`src/inc/eccf_pkg.sv`:
```
/*
  Constants, field layouts and carrier types of the explicit cluster command framer.
  Assumes a single 40 MHz clock domain and APB access with 32-bit data.
*/
// Summary of operation
// - Offset 23 holds frame-control bitfield
// - Offset 24 sequence number, echoed by response
// - Offset 25 command ID; 0x00 reads attributes
// - Checksum is 0xFF minus byte sum
// - Frame-control bits 0-1 give frame type
// - Bit 2 clear means no manufacturer code
// - Bit 3 gives command direction
// - Bit 4 disables default response; 5-7 zero
// - Option bit selects explicit receive frames
// - Zero frame ID suppresses transmit status
// - Zero radius means network maximum hops
package eccf_pkg;

  ////////////////////////////////////////////////////////////////////////////
  localparam logic [7:0]  DELIM         = 8'h7e;
  localparam logic [7:0]  FT_EXPLICIT   = 8'h11;
  localparam logic [15:0] OFF_LEN_LSB   = 16'h0002;
  localparam logic [15:0] OFF_FTYPE     = 16'h0003;
  localparam logic [15:0] OFF_FID       = 16'h0004;
  localparam logic [15:0] OFF_ADDR64    = 16'h0005;
  localparam logic [15:0] OFF_ADDR64_LS = 16'h000c;
  localparam logic [15:0] OFF_ADDR16    = 16'h000d;
  localparam logic [15:0] OFF_ADDR16_LS = 16'h000e;
  localparam logic [15:0] OFF_SRCEP     = 16'h000f;
  localparam logic [15:0] OFF_DSTEP     = 16'h0010;
  localparam logic [15:0] OFF_CLUSTER   = 16'h0011;
  localparam logic [15:0] OFF_PROFILE   = 16'h0013;
  localparam logic [15:0] OFF_RADIUS    = 16'h0015;
  localparam logic [15:0] OFF_TXOPT     = 16'h0016;
  localparam logic [15:0] OFF_FCTRL     = 16'h0017;
  localparam logic [15:0] OFF_SEQ       = 16'h0018;
  localparam logic [15:0] OFF_CMDID     = 16'h0019;
  localparam logic [15:0] OFF_PAYLOAD   = 16'h001a;
  localparam logic [15:0] LEN_BIAS      = 16'h0002;
  localparam logic [15:0] MIN_LEN       = 16'h0017;
  localparam logic [7:0]  CSUM_BASE     = 8'hff;
  localparam logic [63:0] BCAST64       = 64'h0000_0000_0000_ffff;
  localparam logic [15:0] BCAST16       = 16'hfffe;

  ////////////////////////////////////////////////////////////////////////////
  localparam int          FC_TYPE_LSB   = 0;
  localparam int          FC_MFR_BIT    = 2;
  localparam int          FC_DIR_BIT    = 3;
  localparam int          FC_NODFLT_BIT = 4;
  localparam int          FC_RSVD_LSB   = 5;
  localparam logic [1:0]  FTYPE_GENERAL = 2'h0;
  localparam logic [7:0]  CMD_READ_ATTR = 8'h00;
  localparam int          ATTR_MAX      = 4;
  localparam int          ATTR_CNT_W    = 3;

  ////////////////////////////////////////////////////////////////////////////
  localparam logic [11:0] REG_CTRL      = 12'h000;
  localparam logic [11:0] REG_STATUS    = 12'h004;
  localparam logic [11:0] REG_COUNT     = 12'h008;
  localparam logic [11:0] REG_LAST      = 12'h00c;
  localparam int          CTRL_EN_BIT   = 0;
  localparam int          CTRL_RXO_BIT  = 1;
  localparam int          CTRL_HOPS_LSB = 8;
  localparam logic        CTRL_EN_RST   = 1'b1;
  localparam logic        CTRL_RXO_RST  = 1'b0;
  localparam logic [7:0]  MAXHOPS_RST   = 8'h0f;

  typedef enum logic [4:0] {
    P_HUNT = 5'b00001,
    P_LEN  = 5'b00010,
    P_BODY = 5'b00100,
    P_CSUM = 5'b01000,
    P_EMIT = 5'b10000
  } eccf_phase_t;

  typedef struct packed {
    logic attrOvf;
    logic oddPay;
    logic shortLen;
    logic csumBad;
    logic rsvdNz;
    logic txOptNz;
    logic badType;
  } eccf_err_t;

  typedef struct packed {
    logic [7:0]                    frameId;
    logic [63:0]                   dest64;
    logic [15:0]                   dest16;
    logic [7:0]                    srcEp;
    logic [7:0]                    dstEp;
    logic [15:0]                   clusterId;
    logic [15:0]                   profileId;
    logic [7:0]                    radius;
    logic [7:0]                    frameCtrl;
    logic [7:0]                    seqNum;
    logic [7:0]                    cmdId;
    logic [15:0]                   mfrCode;
    logic [ATTR_CNT_W-1:0]         attrCount;
    logic [ATTR_MAX-1:0][15:0]     attrs;
    logic                          broadcast;
    logic                          readAttr;
  } eccf_cmd_t;

endpackage : eccf_pkg

```
`src/design/eccf_framer.sv`:
```
/*
  Parser of explicit-addressing command frames from the host serial stream,
  with APB registers and a buffered command record output.
  Assumes host bytes arrive from logic on the same clock; APB master as usual.
*/
// Decided for this implementation: the APB register port and the placing of the registers.
`timescale 1ns/1ps
`default_nettype none
module eccf_framer #(
  parameter logic [7:0] MAX_HOPS_DEFAULT = eccf_pkg::MAXHOPS_RST
) (
  input  wire logic              clock,
  input  wire logic              rst_n,
  input  wire logic              psel,
  input  wire logic              penable,
  input  wire logic              pwrite,
  input  wire logic [11:0]       paddr,
  input  wire logic [31:0]       pwdata,
  output logic [31:0]            prdata,
  output logic                   pready,
  output logic                   pslverr,
  input  wire logic [7:0]        rxByte,
  input  wire logic              rxValid,
  output logic                   rxReady,
  output logic                   cmdValid,
  input  wire logic              cmdReady,
  output eccf_pkg::eccf_cmd_t    cmd,
  output logic                   txStatusValid,
  output logic [7:0]             txStatusId,
  output logic                   explicitRxMode
);

  typedef struct packed {
    eccf_pkg::eccf_phase_t phase;
    logic [15:0]           idx;
    logic [15:0]           len;
    logic [7:0]            sum;
    logic                  drop;
    eccf_pkg::eccf_cmd_t   rec;
    logic                  ctrlEn;
    logic                  ctrlRxo;
    logic [7:0]            maxHops;
    eccf_pkg::eccf_err_t   status;
    logic [15:0]           accCount;
    logic [15:0]           dropCount;
    logic [31:0]           last;
    logic [31:0]           prdata;
    logic                  pready;
    logic                  pslverr;
    logic                  rxReady;
    logic                  txStatusValid;
    logic [7:0]            txStatusId;
  } eccf_st_t;

  eccf_st_t st_q;
  eccf_st_t st_d;
  logic     bufInReady;

  localparam int ATTRW = $clog2(eccf_pkg::ATTR_MAX);

  function automatic logic csumOk(input logic [7:0] sum, input logic [7:0] b);
    csumOk = (8'(eccf_pkg::CSUM_BASE - sum) == b);
  endfunction : csumOk

  function automatic logic [15:0] shiftIn(input logic [15:0] v, input logic [7:0] b);
    shiftIn = {v[7:0], b};
  endfunction : shiftIn

  function automatic logic regHit(input logic [11:0] a);
    regHit = (a == eccf_pkg::REG_CTRL) || (a == eccf_pkg::REG_STATUS) ||
             (a == eccf_pkg::REG_COUNT) || (a == eccf_pkg::REG_LAST);
  endfunction : regHit

  ////////////////////////////////////////////////////////////////////////////
  always_comb begin
    logic                      take;
    logic                      wrDone;
    logic [7:0]                b;
    logic [15:0]               i;
    logic [15:0]               pay;
    logic [15:0]               payLen;
    logic                      mfr;
    logic [ATTRW:0]            slot;
    eccf_pkg::eccf_err_t       errSet;
    eccf_pkg::eccf_err_t       errClr;
    take    = '0;
    wrDone  = '0;
    b       = rxByte;
    i       = st_q.idx;
    pay     = '0;
    payLen  = '0;
    mfr     = st_q.rec.frameCtrl[eccf_pkg::FC_MFR_BIT];
    slot    = '0;
    errSet  = '0;
    errClr  = '0;
    st_d    = st_q;
    st_d.txStatusValid = 1'b0;
    take    = rxValid && st_q.rxReady;

    // Host stream parsing
    if (take) begin
      st_d.idx = 16'(st_q.idx + 16'h0001);
      if (!st_q.phase[4] && !st_q.phase[0] && !st_q.phase[1] && !st_q.phase[3]) begin
        st_d.sum = 8'(st_q.sum + b);
      end
      unique case (st_q.phase)
        eccf_pkg::P_HUNT: begin
          if (b == eccf_pkg::DELIM) begin
            st_d.phase = eccf_pkg::P_LEN;
            st_d.idx   = 16'h0001;
            st_d.sum   = '0;
            st_d.drop  = 1'b0;
            st_d.rec   = '0;
          end
        end
        eccf_pkg::P_LEN: begin
          st_d.len = shiftIn(st_q.len, b);
          if (i == eccf_pkg::OFF_LEN_LSB) begin
            if (shiftIn(st_q.len, b) < eccf_pkg::MIN_LEN) begin
              errSet.shortLen = 1'b1;
              st_d.phase      = eccf_pkg::P_HUNT;
              st_d.dropCount  = 16'(st_q.dropCount + 16'h0001);
            end else begin
              st_d.phase = eccf_pkg::P_BODY;
            end
          end
        end
        eccf_pkg::P_BODY: begin
          if (i == eccf_pkg::OFF_FTYPE && b != eccf_pkg::FT_EXPLICIT) begin
            errSet.badType = 1'b1;
            st_d.drop      = 1'b1;
          end
          if (i == eccf_pkg::OFF_FID) begin
            st_d.rec.frameId = b;
          end
          if (i >= eccf_pkg::OFF_ADDR64 && i <= eccf_pkg::OFF_ADDR64_LS) begin
            st_d.rec.dest64 = {st_q.rec.dest64[55:0], b};
          end
          if (i >= eccf_pkg::OFF_ADDR16 && i <= eccf_pkg::OFF_ADDR16_LS) begin
            st_d.rec.dest16 = shiftIn(st_q.rec.dest16, b);
          end
          if (i == eccf_pkg::OFF_SRCEP) begin
            st_d.rec.srcEp = b;
          end
          if (i == eccf_pkg::OFF_DSTEP) begin
            st_d.rec.dstEp = b;
          end
          if (i == eccf_pkg::OFF_CLUSTER || i == 16'(eccf_pkg::OFF_CLUSTER + 16'h0001)) begin
            st_d.rec.clusterId = shiftIn(st_q.rec.clusterId, b);
          end
          if (i == eccf_pkg::OFF_PROFILE || i == 16'(eccf_pkg::OFF_PROFILE + 16'h0001)) begin
            st_d.rec.profileId = shiftIn(st_q.rec.profileId, b);
          end
          if (i == eccf_pkg::OFF_RADIUS) begin
            st_d.rec.radius = (b == 8'h00) ? st_q.maxHops : b;
          end
          if (i == eccf_pkg::OFF_TXOPT && b != 8'h00) begin
            errSet.txOptNz = 1'b1;
          end
          if (i == eccf_pkg::OFF_FCTRL) begin
            st_d.rec.frameCtrl = b;
            if (b[7:eccf_pkg::FC_RSVD_LSB] != 3'h0) begin
              errSet.rsvdNz = 1'b1;
            end
          end
          if (i == eccf_pkg::OFF_SEQ) begin
            st_d.rec.seqNum = b;
          end
          if (i == eccf_pkg::OFF_CMDID) begin
            st_d.rec.cmdId    = b;
            st_d.rec.readAttr = (st_q.rec.frameCtrl[eccf_pkg::FC_TYPE_LSB +: 2] == eccf_pkg::FTYPE_GENERAL) &&
                                (b == eccf_pkg::CMD_READ_ATTR);
          end
          if (i >= eccf_pkg::OFF_PAYLOAD) begin
            pay = 16'(i - eccf_pkg::OFF_PAYLOAD);
            if (mfr && pay < 16'h0002) begin
              // Manufacturer code present only when flagged
              if (pay[0]) begin
                st_d.rec.mfrCode[15:8] = b;
              end else begin
                st_d.rec.mfrCode[7:0] = b;
              end
            end else begin
              if (mfr) begin
                pay = 16'(pay - 16'h0002);
              end
              slot = pay[ATTRW+1:1];
              if (pay[15:ATTRW+2] != '0 || int'(slot) >= eccf_pkg::ATTR_MAX) begin
                errSet.attrOvf = 1'b1;
              end else if (!pay[0]) begin
                st_d.rec.attrs[slot[ATTRW-1:0]][7:0] = b;
              end else begin
                st_d.rec.attrs[slot[ATTRW-1:0]][15:8] = b;
                st_d.rec.attrCount = eccf_pkg::ATTR_CNT_W'(st_q.rec.attrCount + 1'b1);
              end
            end
          end
          if (i == 16'(st_q.len + eccf_pkg::LEN_BIAS)) begin
            st_d.phase = eccf_pkg::P_CSUM;
          end
        end
        eccf_pkg::P_CSUM: begin
          payLen = 16'(st_q.len - eccf_pkg::MIN_LEN - (mfr ? 16'h0002 : 16'h0000));
          if (payLen[0]) begin
            errSet.oddPay = 1'b1;
          end
          st_d.rec.broadcast = (st_q.rec.dest64 == eccf_pkg::BCAST64) ||
                               (st_q.rec.dest16 == eccf_pkg::BCAST16);
          if (!csumOk(st_q.sum, b)) begin
            errSet.csumBad = 1'b1;
          end
          if (st_q.drop || !csumOk(st_q.sum, b)) begin
            st_d.phase     = eccf_pkg::P_HUNT;
            st_d.dropCount = 16'(st_q.dropCount + 16'h0001);
          end else begin
            st_d.phase = eccf_pkg::P_EMIT;
            st_d.last  = {st_q.rec.frameCtrl, st_q.rec.cmdId, st_q.rec.seqNum, st_q.rec.frameId};
          end
        end
        eccf_pkg::P_EMIT: begin
        end
      endcase
    end

    // Hand the record to the buffer; stall the host until it is taken
    if (st_q.phase == eccf_pkg::P_EMIT && bufInReady) begin
      st_d.phase         = eccf_pkg::P_HUNT;
      st_d.accCount      = 16'(st_q.accCount + 16'h0001);
      st_d.txStatusValid = (st_q.rec.frameId != 8'h00);
      st_d.txStatusId    = st_q.rec.frameId;
    end

    // APB slave: one answer cycle after setup
    st_d.pready  = 1'b0;
    st_d.pslverr = 1'b0;
    if (psel && !penable) begin
      st_d.pready  = 1'b1;
      st_d.pslverr = !regHit(paddr);
      st_d.prdata  = '0;
      if (!pwrite) begin
        unique case (paddr)
          eccf_pkg::REG_CTRL:   st_d.prdata = {16'h0000, st_q.maxHops, 6'h00, st_q.ctrlRxo, st_q.ctrlEn};
          eccf_pkg::REG_STATUS: st_d.prdata = {25'h0000000, st_q.status};
          eccf_pkg::REG_COUNT:  st_d.prdata = {st_q.dropCount, st_q.accCount};
          eccf_pkg::REG_LAST:   st_d.prdata = st_q.last;
          default:              st_d.prdata = '0;
        endcase
      end
    end
    wrDone = psel && penable && st_q.pready && pwrite;
    if (wrDone && paddr == eccf_pkg::REG_CTRL) begin
      st_d.ctrlEn  = pwdata[eccf_pkg::CTRL_EN_BIT];
      st_d.ctrlRxo = pwdata[eccf_pkg::CTRL_RXO_BIT];
      st_d.maxHops = pwdata[eccf_pkg::CTRL_HOPS_LSB +: 8];
    end
    if (wrDone && paddr == eccf_pkg::REG_STATUS) begin
      errClr = eccf_pkg::eccf_err_t'(pwdata[6:0]);
    end
    // Set beats clear on the same cycle
    st_d.status  = (st_q.status & ~errClr) | errSet;
    st_d.rxReady = st_d.ctrlEn && (st_d.phase != eccf_pkg::P_EMIT);
  end

  ////////////////////////////////////////////////////////////////////////////
  always_ff @(posedge clock) begin
    if (!rst_n) begin
      st_q         <= '0;
      st_q.phase   <= eccf_pkg::P_HUNT;
      st_q.ctrlEn  <= eccf_pkg::CTRL_EN_RST;
      st_q.ctrlRxo <= eccf_pkg::CTRL_RXO_RST;
      st_q.maxHops <= MAX_HOPS_DEFAULT;
    end else begin
      st_q <= st_d;
    end
  end

  eccf_skid_buf #(
    .WIDTH ($bits(eccf_pkg::eccf_cmd_t)),
    .DEPTH (2)
  ) uBuf (
    .clock    (clock),
    .rst_n    (rst_n),
    .inValid  (st_q.phase == eccf_pkg::P_EMIT),
    .inReady  (bufInReady),
    .inData   (st_q.rec),
    .outValid (cmdValid),
    .outReady (cmdReady),
    .outData  (cmd)
  );

  assign prdata         = st_q.prdata;
  assign pready         = st_q.pready;
  assign pslverr        = st_q.pslverr;
  assign rxReady        = st_q.rxReady;
  assign txStatusValid  = st_q.txStatusValid;
  assign txStatusId     = st_q.txStatusId;
  assign explicitRxMode = st_q.ctrlRxo;

endmodule : eccf_framer
`default_nettype wire

```
`src/design/eccf_skid_buf.sv`:
```
/*
  Two-entry buffer with valid and ready on both sides; outputs come from flops.
  Assumes one clock and a synchronous active-low reset.
*/
`timescale 1ns/1ps
`default_nettype none
module eccf_skid_buf #(
  parameter int WIDTH = 8,
  parameter int DEPTH = 2
) (
  input  wire logic             clock,
  input  wire logic             rst_n,
  input  wire logic             inValid,
  output logic                  inReady,
  input  wire logic [WIDTH-1:0] inData,
  output logic                  outValid,
  input  wire logic             outReady,
  output logic [WIDTH-1:0]      outData
);

  if (WIDTH < 1 || DEPTH != 2) begin : gChk
    $error("eccf_skid_buf serves only DEPTH 2 and WIDTH of at least 1");
  end

  typedef struct packed {
    logic             headV;
    logic [WIDTH-1:0] head;
    logic             spareV;
    logic [WIDTH-1:0] spare;
  } eccf_buf_st_t;

  eccf_buf_st_t st_q;
  eccf_buf_st_t st_d;

  always_comb begin
    st_d = st_q;
    if (st_q.headV && outReady) begin
      st_d.headV  = st_q.spareV;
      st_d.head   = st_q.spare;
      st_d.spareV = 1'b0;
    end
    if (inValid && !st_q.spareV) begin
      if (!st_d.headV) begin
        st_d.headV = 1'b1;
        st_d.head  = inData;
      end else begin
        st_d.spareV = 1'b1;
        st_d.spare  = inData;
      end
    end
  end

  always_ff @(posedge clock) begin
    if (!rst_n) begin
      st_q <= '0;
    end else begin
      st_q <= st_d;
    end
  end

  assign inReady  = !st_q.spareV;
  assign outValid = st_q.headV;
  assign outData  = st_q.head;

endmodule : eccf_skid_buf
`default_nettype wire

```
`config.mk`:
```
export PLATFORM = sky130hd
export DESIGN_NAME = eccf_framer
export DESIGN_NICKNAME = d
export VERILOG_FILES = /design/src/inc/eccf_pkg.sv /design/src/design/eccf_framer.sv /design/src/design/eccf_skid_buf.sv
export SDC_FILE = /design/constraint.sdc
export NUM_CORES = 2
export LEC_CHECK = 0
export BUFFER_PORTS_ARGS = -buffer_cell sky130_fd_sc_hd__buf_2
export CAP_MARGIN = 10
export CORE_MARGIN = 5
export CORE_UTILIZATION = 56
export CTS_CLUSTER_DIAMETER = 120
export DETAILED_ROUTE_END_ITERATION = 6
export PLACE_DENSITY = 0.75
export REMOVE_ABC_BUFFERS = 1
export SLEW_MARGIN = 25
export SYNTH_ARGS = -nofsm -noshare
export SYNTH_HDL_FRONTEND = slang
export SYNTH_SLANG_ARGS = --single-unit
```
`constraint.sdc`:
```
create_clock -name clock -period 4.2 [get_ports clock]
set_input_delay 0.42 -clock clock [delete_from_list [all_inputs] [get_ports clock]]
set_output_delay 0.42 -clock clock [all_outputs]
set_load 0.005 [all_outputs]
```
== Word-level counts from Yosys, hierarchy flattened ==
Cells that the tools add are included.

* $add $sub $neg: 11
* $mul: 0
* Divide/modulo/power cells: 0
* Magnitude comparators: 10
* Equal/unequal tests: 52
* Shift operators: 0
* Multiplexer cells: 79
* Bitwise operators: 4
* Reduce and logical (&&, ||, !) cells: 69

{| class="wikitable"
|+ Operator list
! operator !! count
|-
| $mux W508 || 1
|-
| $pmux W252 S2 || 1
|-
| $mux W299 || 1
|-
| $mux W262 || 1
|-
| $mux W255 || 1
|-
| $mux W254 || 1
|-
| $mux W253 || 1
|-
| $mux W16 || 15
|-
| $eq A16 B5 Y1 const B || 10
|-
| $mux W67 || 2
|-
| $bwmux W64 || 2
|-
| $mux W64 || 2
|-
| $pmux W32 S4 || 1
|-
| $mux W8 || 13
|-
| $mux W83 || 1
|-
| $demux W16 S2 || 2
|-
| $eq A64 B16 Y1 const B || 1
|-
| $add A16 B1 Y16 const B || 3
|-
| $reduce_and A4 Y1 || 12
|-
| $ne A2 B2 Y1 const B || 23
|-
| $eq A16 B2 Y1 const B || 2
|-
| $le A16 B4 Y1 const B || 2
|-
| $mux W32 || 1
|-
| $pmux W16 S2 || 1
|-
| 58 further kinds || 125
|}

* Register bits after elaboration: 932
* Latch bits: 0
* Memory bits (writable): 0
* Memory bits (read-only): 0
* Bits of input ports: 59
* Output and inout port bits: 299
* Word-level logic and storage cells: 273
* Memories kept: 0

== Longest topological paths before layout ==
* Word-level depth: 21
* Mapped depth: 13
* Mapped depth without buffers: 9

== Cells and area by module ==
A second synthesis with hierarchy kept.

* Cells, all modules: 4881
* Area, all modules: 40696.5 sq um

{| class="wikitable"
|+ By module, submodules not included
! module !! instances !! cells each !! area an instance (sq um)
|-
| eccf_skid_buf || 1 || 2797 || 22510.3
|-
| eccf_framer || 1 || 2084 || 18186.2
|}

== Worst setup path after synthesis ==
Ideal clock, no wire load.

* Kind: reg2reg
* Start point: reg st_q[405] in the netlist's numbering
* End point: reg st_q[176] in the netlist's numbering
* Data arrival time: 3.143 ns
* Required time: 4.069 ns
* Slack: 0.926 ns
* Cell stages (with the launch flop): 14
* Buffers on the path: 4
* Clock period less this slack: 3.274 ns
* Cells stage by stage: dfxtp_1 -> buf_2 -> clkinv_1 -> ha_1 -> clkbuf_1 -> and3b_1 -> clkbuf_1 -> a21oi_1 -> o32a_1 -> nor4_1 -> a2bb2oi_1 -> buf_4 -> nand3_2 -> mux2i_1

* Longest elaborated chain between the ends: 17
* Elaborated cells on any way between the ends: 30
* Those cells by class: add/sub (2); order compare (5); eq/ne (3); mux (15); reduce/logical (5)

{| class="wikitable"
|+ RTL lines
! what !! line !! RTL
|-
| start: declaration || eccf_framer.sv:55 || <nowiki>eccf_st_t st_q;</nowiki>
|-
| start signal: assignment || eccf_framer.sv:273 || <nowiki>st_q <= st_d;</nowiki>
|-
| $sub A16 B5 Y16 || eccf_framer.sv:175 || <nowiki>pay = 16'(i - eccf_pkg::OFF_PAYLOAD);</nowiki>
|-
| $sub A16 B2 Y16 || eccf_framer.sv:185 || <nowiki>pay = 16'(pay - 16'h0002);</nowiki>
|-
| $mux W16 || eccf_framer.sv:184 || <nowiki>if (mfr) begin</nowiki>
|-
| $mux W16 || eccf_framer.sv:176 || <nowiki>if (mfr && pay < 16'h0002) begin</nowiki>
|-
| $mux W16 || eccf_framer.sv:174 || <nowiki>if (i >= eccf_pkg::OFF_PAYLOAD) begin</nowiki>
|-
| $mux W16 || eccf_framer.sv:106 || <nowiki>unique case (st_q.phase)</nowiki>
|-
| $mux W16 || eccf_framer.sv:101 || <nowiki>if (take) begin</nowiki>
|-
| $lt A2 B3 Y1 (implied by the code) / $ge A2 B1 Y1 (equally long branches) || eccf_framer.sv:191 || <nowiki>st_d.rec.attrs[slot[ATTRW-1:0]][7:0] = b;</nowiki>
|-
| $logic_and A1 B1 Y1 (implied by the code) || eccf_framer.sv:191 ||
|-
| $mux W8 (implied by the code) || eccf_framer.sv:191 ||
|-
| $demux W16 S2 || eccf_framer.sv:191 ||
|-
| $bwmux W64 || eccf_framer.sv:191 ||
|-
| $mux W64 || eccf_framer.sv:190 || <nowiki>end else if (!pay[0]) begin</nowiki>
|-
| $mux W67 || eccf_framer.sv:188 || <nowiki>if (pay[15:ATTRW+2] != '0 || int'(slot) >= eccf_pkg::ATTR_MAX) begin</nowiki>
|-
| $mux W67 || eccf_framer.sv:176 ||
|-
| $mux W83 || eccf_framer.sv:174 ||
|-
| $pmux W252 S2 || eccf_framer.sv:106 ||
|}

Several ways; a longest one is shown, not always the timed one. The select of a mux whose other input is x is not followed.
A chain may end at the register's enable or synchronous reset.

== Final worst setup path ==
* Start point: reg st_q[405] in the netlist's numbering
* End point: reg st_q[183] in the netlist's numbering

* Longest elaborated chain between the ends: 17
* Elaborated cells on any way between the ends: 30
* Those cells by class: add/sub (2); order compare (5); eq/ne (3); mux (15); reduce/logical (5)

{| class="wikitable"
|+ RTL lines
! what !! line !! RTL
|-
| $sub A16 B5 Y16 || eccf_framer.sv:175 ||
|-
| $sub A16 B2 Y16 || eccf_framer.sv:185 ||
|-
| $mux W16 || eccf_framer.sv:184 ||
|-
| $mux W16 || eccf_framer.sv:176 ||
|-
| $mux W16 || eccf_framer.sv:174 ||
|-
| $mux W16 || eccf_framer.sv:106 ||
|-
| $mux W16 || eccf_framer.sv:101 ||
|-
| $lt A2 B3 Y1 (implied by the code) / $ge A2 B1 Y1 (equally long branches) || eccf_framer.sv:193 || <nowiki>st_d.rec.attrs[slot[ATTRW-1:0]][15:8] = b;</nowiki>
|-
| $logic_and A1 B1 Y1 (implied by the code) || eccf_framer.sv:193 ||
|-
| $mux W16 (implied by the code) || eccf_framer.sv:193 ||
|-
| $demux W16 S2 || eccf_framer.sv:193 ||
|-
| $bwmux W64 || eccf_framer.sv:193 ||
|-
| $mux W64 || eccf_framer.sv:190 ||
|-
| $mux W67 || eccf_framer.sv:188 ||
|-
| $mux W67 || eccf_framer.sv:176 ||
|-
| $mux W83 || eccf_framer.sv:174 ||
|-
| $pmux W252 S2 || eccf_framer.sv:106 ||
|}

Several ways; a longest one is shown, not always the timed one. The select of a mux whose other input is x is not followed.

==> impl_metrics.csv <==
group,metric,value,unit
status,status,"finished clean",
sta,timing.fmax,0.2701,GHz
cells_and_area,layout_commonest_cell,"nand2_1",
cts,cts.htree.levels,3,
grt,antenna_found_initial,2,
yosys,syn_avg_cell_area,8.180,um^2
cts,clock-root-buffer,"clkbuf_16",
sta,setup_viol,0,
floorplan,die-area,0.07673,mm^2
cts,path_clk_slew,0.06,ns
yosys,ys_types,82,
cells_and_area,multiInputGateArea,0.01754,mm^2
place,io_buffer_count,340,
yosys,yosys_warnings,0,
hold_path,min_path_type,"in2reg",
grt,grt_use_total,26.73,%
floorplan,die_w,277.0,um
drt,wl_per_cell,18.84,um
setup_path,critPathCaptureType,"flop",
drt,route.vias.total,33390,
drt,post_drt_via_cell_ratio,5.808,
setup_path,worstPathMaxFanout,11,
setup_path,path_buf_inv,1,
grt,grt_pass1_wl,171600,um
yosys,ys_ff_latch,932,
cells_and_area,drive_above_1_share,13.80,%
yosys,async_reset_ff_share,0,%
floorplan,row_count,98,
cells_and_area,seqCellArea,0.01866,mm^2
drt,final_antenna_net_count,0,
setup_path,crit_slowest_cell,"a2bb2oi_2",
setup_path,start_kind,"flop",
cells_and_area,num-nets-final,4802,
sta,slew_headroom,36.85,%
floorplan,coreArea,0.07112,mm^2
setup_path,worstPathRequired,4.68,ns
place,preCtsSetupSlack,0.5241,ns
cts,cts_tree,"yes",
cells_and_area,utilization,60.91,%
cts,cts.sinks,932,
sta,tightest_slew,0.9472,ns
yosys,synth_edf_count,0,
yosys,netlist_area,0.03992,mm^2
grt,first_global_vias,31407,
sta,hold_violations,0,
sta,rsz0062_at_grt,"no",
drt,drtIter0Drc,3081,
power_and_ir_drop,peakVddDrop,0.3021,mV
sta,finalWorstSetupSlack,0.4973,ns
sta,fin_crit,3.703,ns
power_and_ir_drop,p_per_area,418.2,mW/mm^2
cts,ctsResizeCount,0,
drt,drc,0,
power_and_ir_drop,p_total,18.11,mW
grt,grt_max_degree,183,
setup_path,timing.rr.start,"st_q[405]",
sta,clock_skew,0.02784,ns
setup_path,crit_type,"reg2reg",
cts,clockBufferDepth,3,
yosys,synth_flop_cell,"dfxtp_1",
place,place_congestion,0.8919,
setup_path,max_stage_delay,0.62,ns
setup_path,cp_data_arrival_time,4.18,ns
floorplan,pin_count,358,
place,hpwlAfterDp,65730,um
setup_path,startpoint,"st_q[405]",
cts,cts_buffers,95,
cells_and_area,final_cell_mix,"nand2_1, dfxtp_1, nor2_1",
grt,gr-total-overflow,0,
sta,post-route-period-util,88.16,%
drt,wirelength,108300,um
setup_path,crit_family,"simple AND/OR/NAND/NOR gates",
cts,clock_latency,0.65,ns
yosys,synth-seq-area-share,46.73,%
job,max-cap-violations,0,
floorplan,die_y,277.0,um
sta,maxSlewViolCount,0,
hold_path,holdCritStartpoint,"pwdata[1]",
power_and_ir_drop,p_leak,16.81,nW
yosys,syn_inst,4881,
cells_and_area,area_growth,8.499,%
drt,dr.pass1.iters,5,
floorplan,initial_core_util,56.14,%
cells_and_area,fill_cells,6108,
setup_path,crit_chain,"clkinv_1 -> ha_1 -> nand3_1 -> nand2b_1 -> or3_1 -> nor4_1 -> a2bb2oi_2 -> nand4_2 -> mux2i_1",
## power breakdown
part | internal, mW | leakage [nW] | switching, mW
logic | 0.0644 | 7.64 | 0.254
registers | 8.84 | 7.50 | 0.00107
clock network | 5.34 | 1.66 | 3.61
total | 14.2 | 16.8 | 3.87
## registers in the layout, indices dropped and copies added, names as in the netlist
| register | flops |
|---|---|
| explicitRxMode | 1 |
| prdata | 32 |
| pready | 1 |
| pslverr | 1 |
| rxReady | 1 |
| st_q | 379 |
| txStatusId | 8 |
| txStatusValid | 1 |
| uBuf.outData | 253 |
| uBuf.outValid | 1 |
| uBuf.st_q | 254 |
## worst min-delay path, stage by stage
cell and delay (ns):
buf_2 0.10, mux2i_1 0.07, nor2_1 0.07
## cell usage after synthesis (all sizes together), types with 13 or more instances
cell type	n	area, um^2
nand2	1263	4743
dfxtp	932	18660
nor2	542	2034
a21oi	357	1790
buf	343	2496
clkbuf	332	1246
a311oi	255	2233
a22oi	131	983.4
mux2i	116	1161
nand3	69	355.3
and3	58	362.9
nand4	43	362.9
o21a	43	322.8
xnor2	42	367.9
xor2	34	297.8
or2	32	200.2
a22o	30	262.8
nor4	26	175.2
o21ai	24	120.1
ha	20	250.2
inv	20	75.07
nor3	18	95.09
mux2	13	146.4
## what timing repair did
item / 4_1_cts / 5_1_grt
endpoints found under the hold margin: 1 / 0
hold buffers: 1 / 0
buffers inserted: 0 / 0
setup endpoints to repair: 0 / 0
## cell type report
| type | instances | share of cell area [%] |
|---|---|---|
| tap | 950 | 2.744 |
| clock buffer | 135 | 6.458 |
| sequential | 932 | 43.07 |
| antenna | 1 | 0.005777 |
| clock inverter | 38 | 1.282 |
| inverter | 21 | 0.1993 |
| timing repair buffer | 419 | 5.742 |
| multi-input combinational | 3253 | 40.50 |
## per-layer routing
metal | track usage, % | vias to the layer above | part of all wire [%]
met4 | 10.18 | 2 | 3.4
met5 | 0 | - | 0.0074
met2 | 43.69 | 1200 | 46
met3 | 4.561 | 201 | 7.3
met1 | 35.70 | 15987 | 43
li1 | - | 16000 | -
## path summary, 6_finish.rpt
check / cells after the start / end / slack, ns
hold / removal: 3 / explicitRxMode / 0.05
setup / recovery: 9 / st_q[183] / 0.50
setup reg to reg: 9 / st_q[183] / 0.50
hold reg to reg: 2 / txStatusId[2] / 0.45
## per-stage QoR
step | hold WS [ns] | setup TNS, ns | cells | cell area, um^2
after floorplan | 0.4284 | -6815.01 | 4206 | 36180
after global placement | 0.4374 | 0 | 5574 | 39950
after detailed placement | 0.4432 | 0 | 5574 | 39950
after CTS | 0.01110 | 0 | 5748 | 43310
after global routing | 0.04040 | 0 | 5748 | 43320
final | 0.04842 | 0 | 5749 | 43320
## kinds of logic after synthesis
logic type	after synthesis	synth area share, %
AO/OA/AOI/OAI	895	15.46
buffers and inverters	696	9.571
XOR/XNOR	76	1.667
AND/OR/NAND/NOR	2130	22.50
flip-flops	932	46.73
multiplexers	131	3.388
adder cells (fa/ha/maj)	21	0.6769
Power figures use the tool's default switching activity.
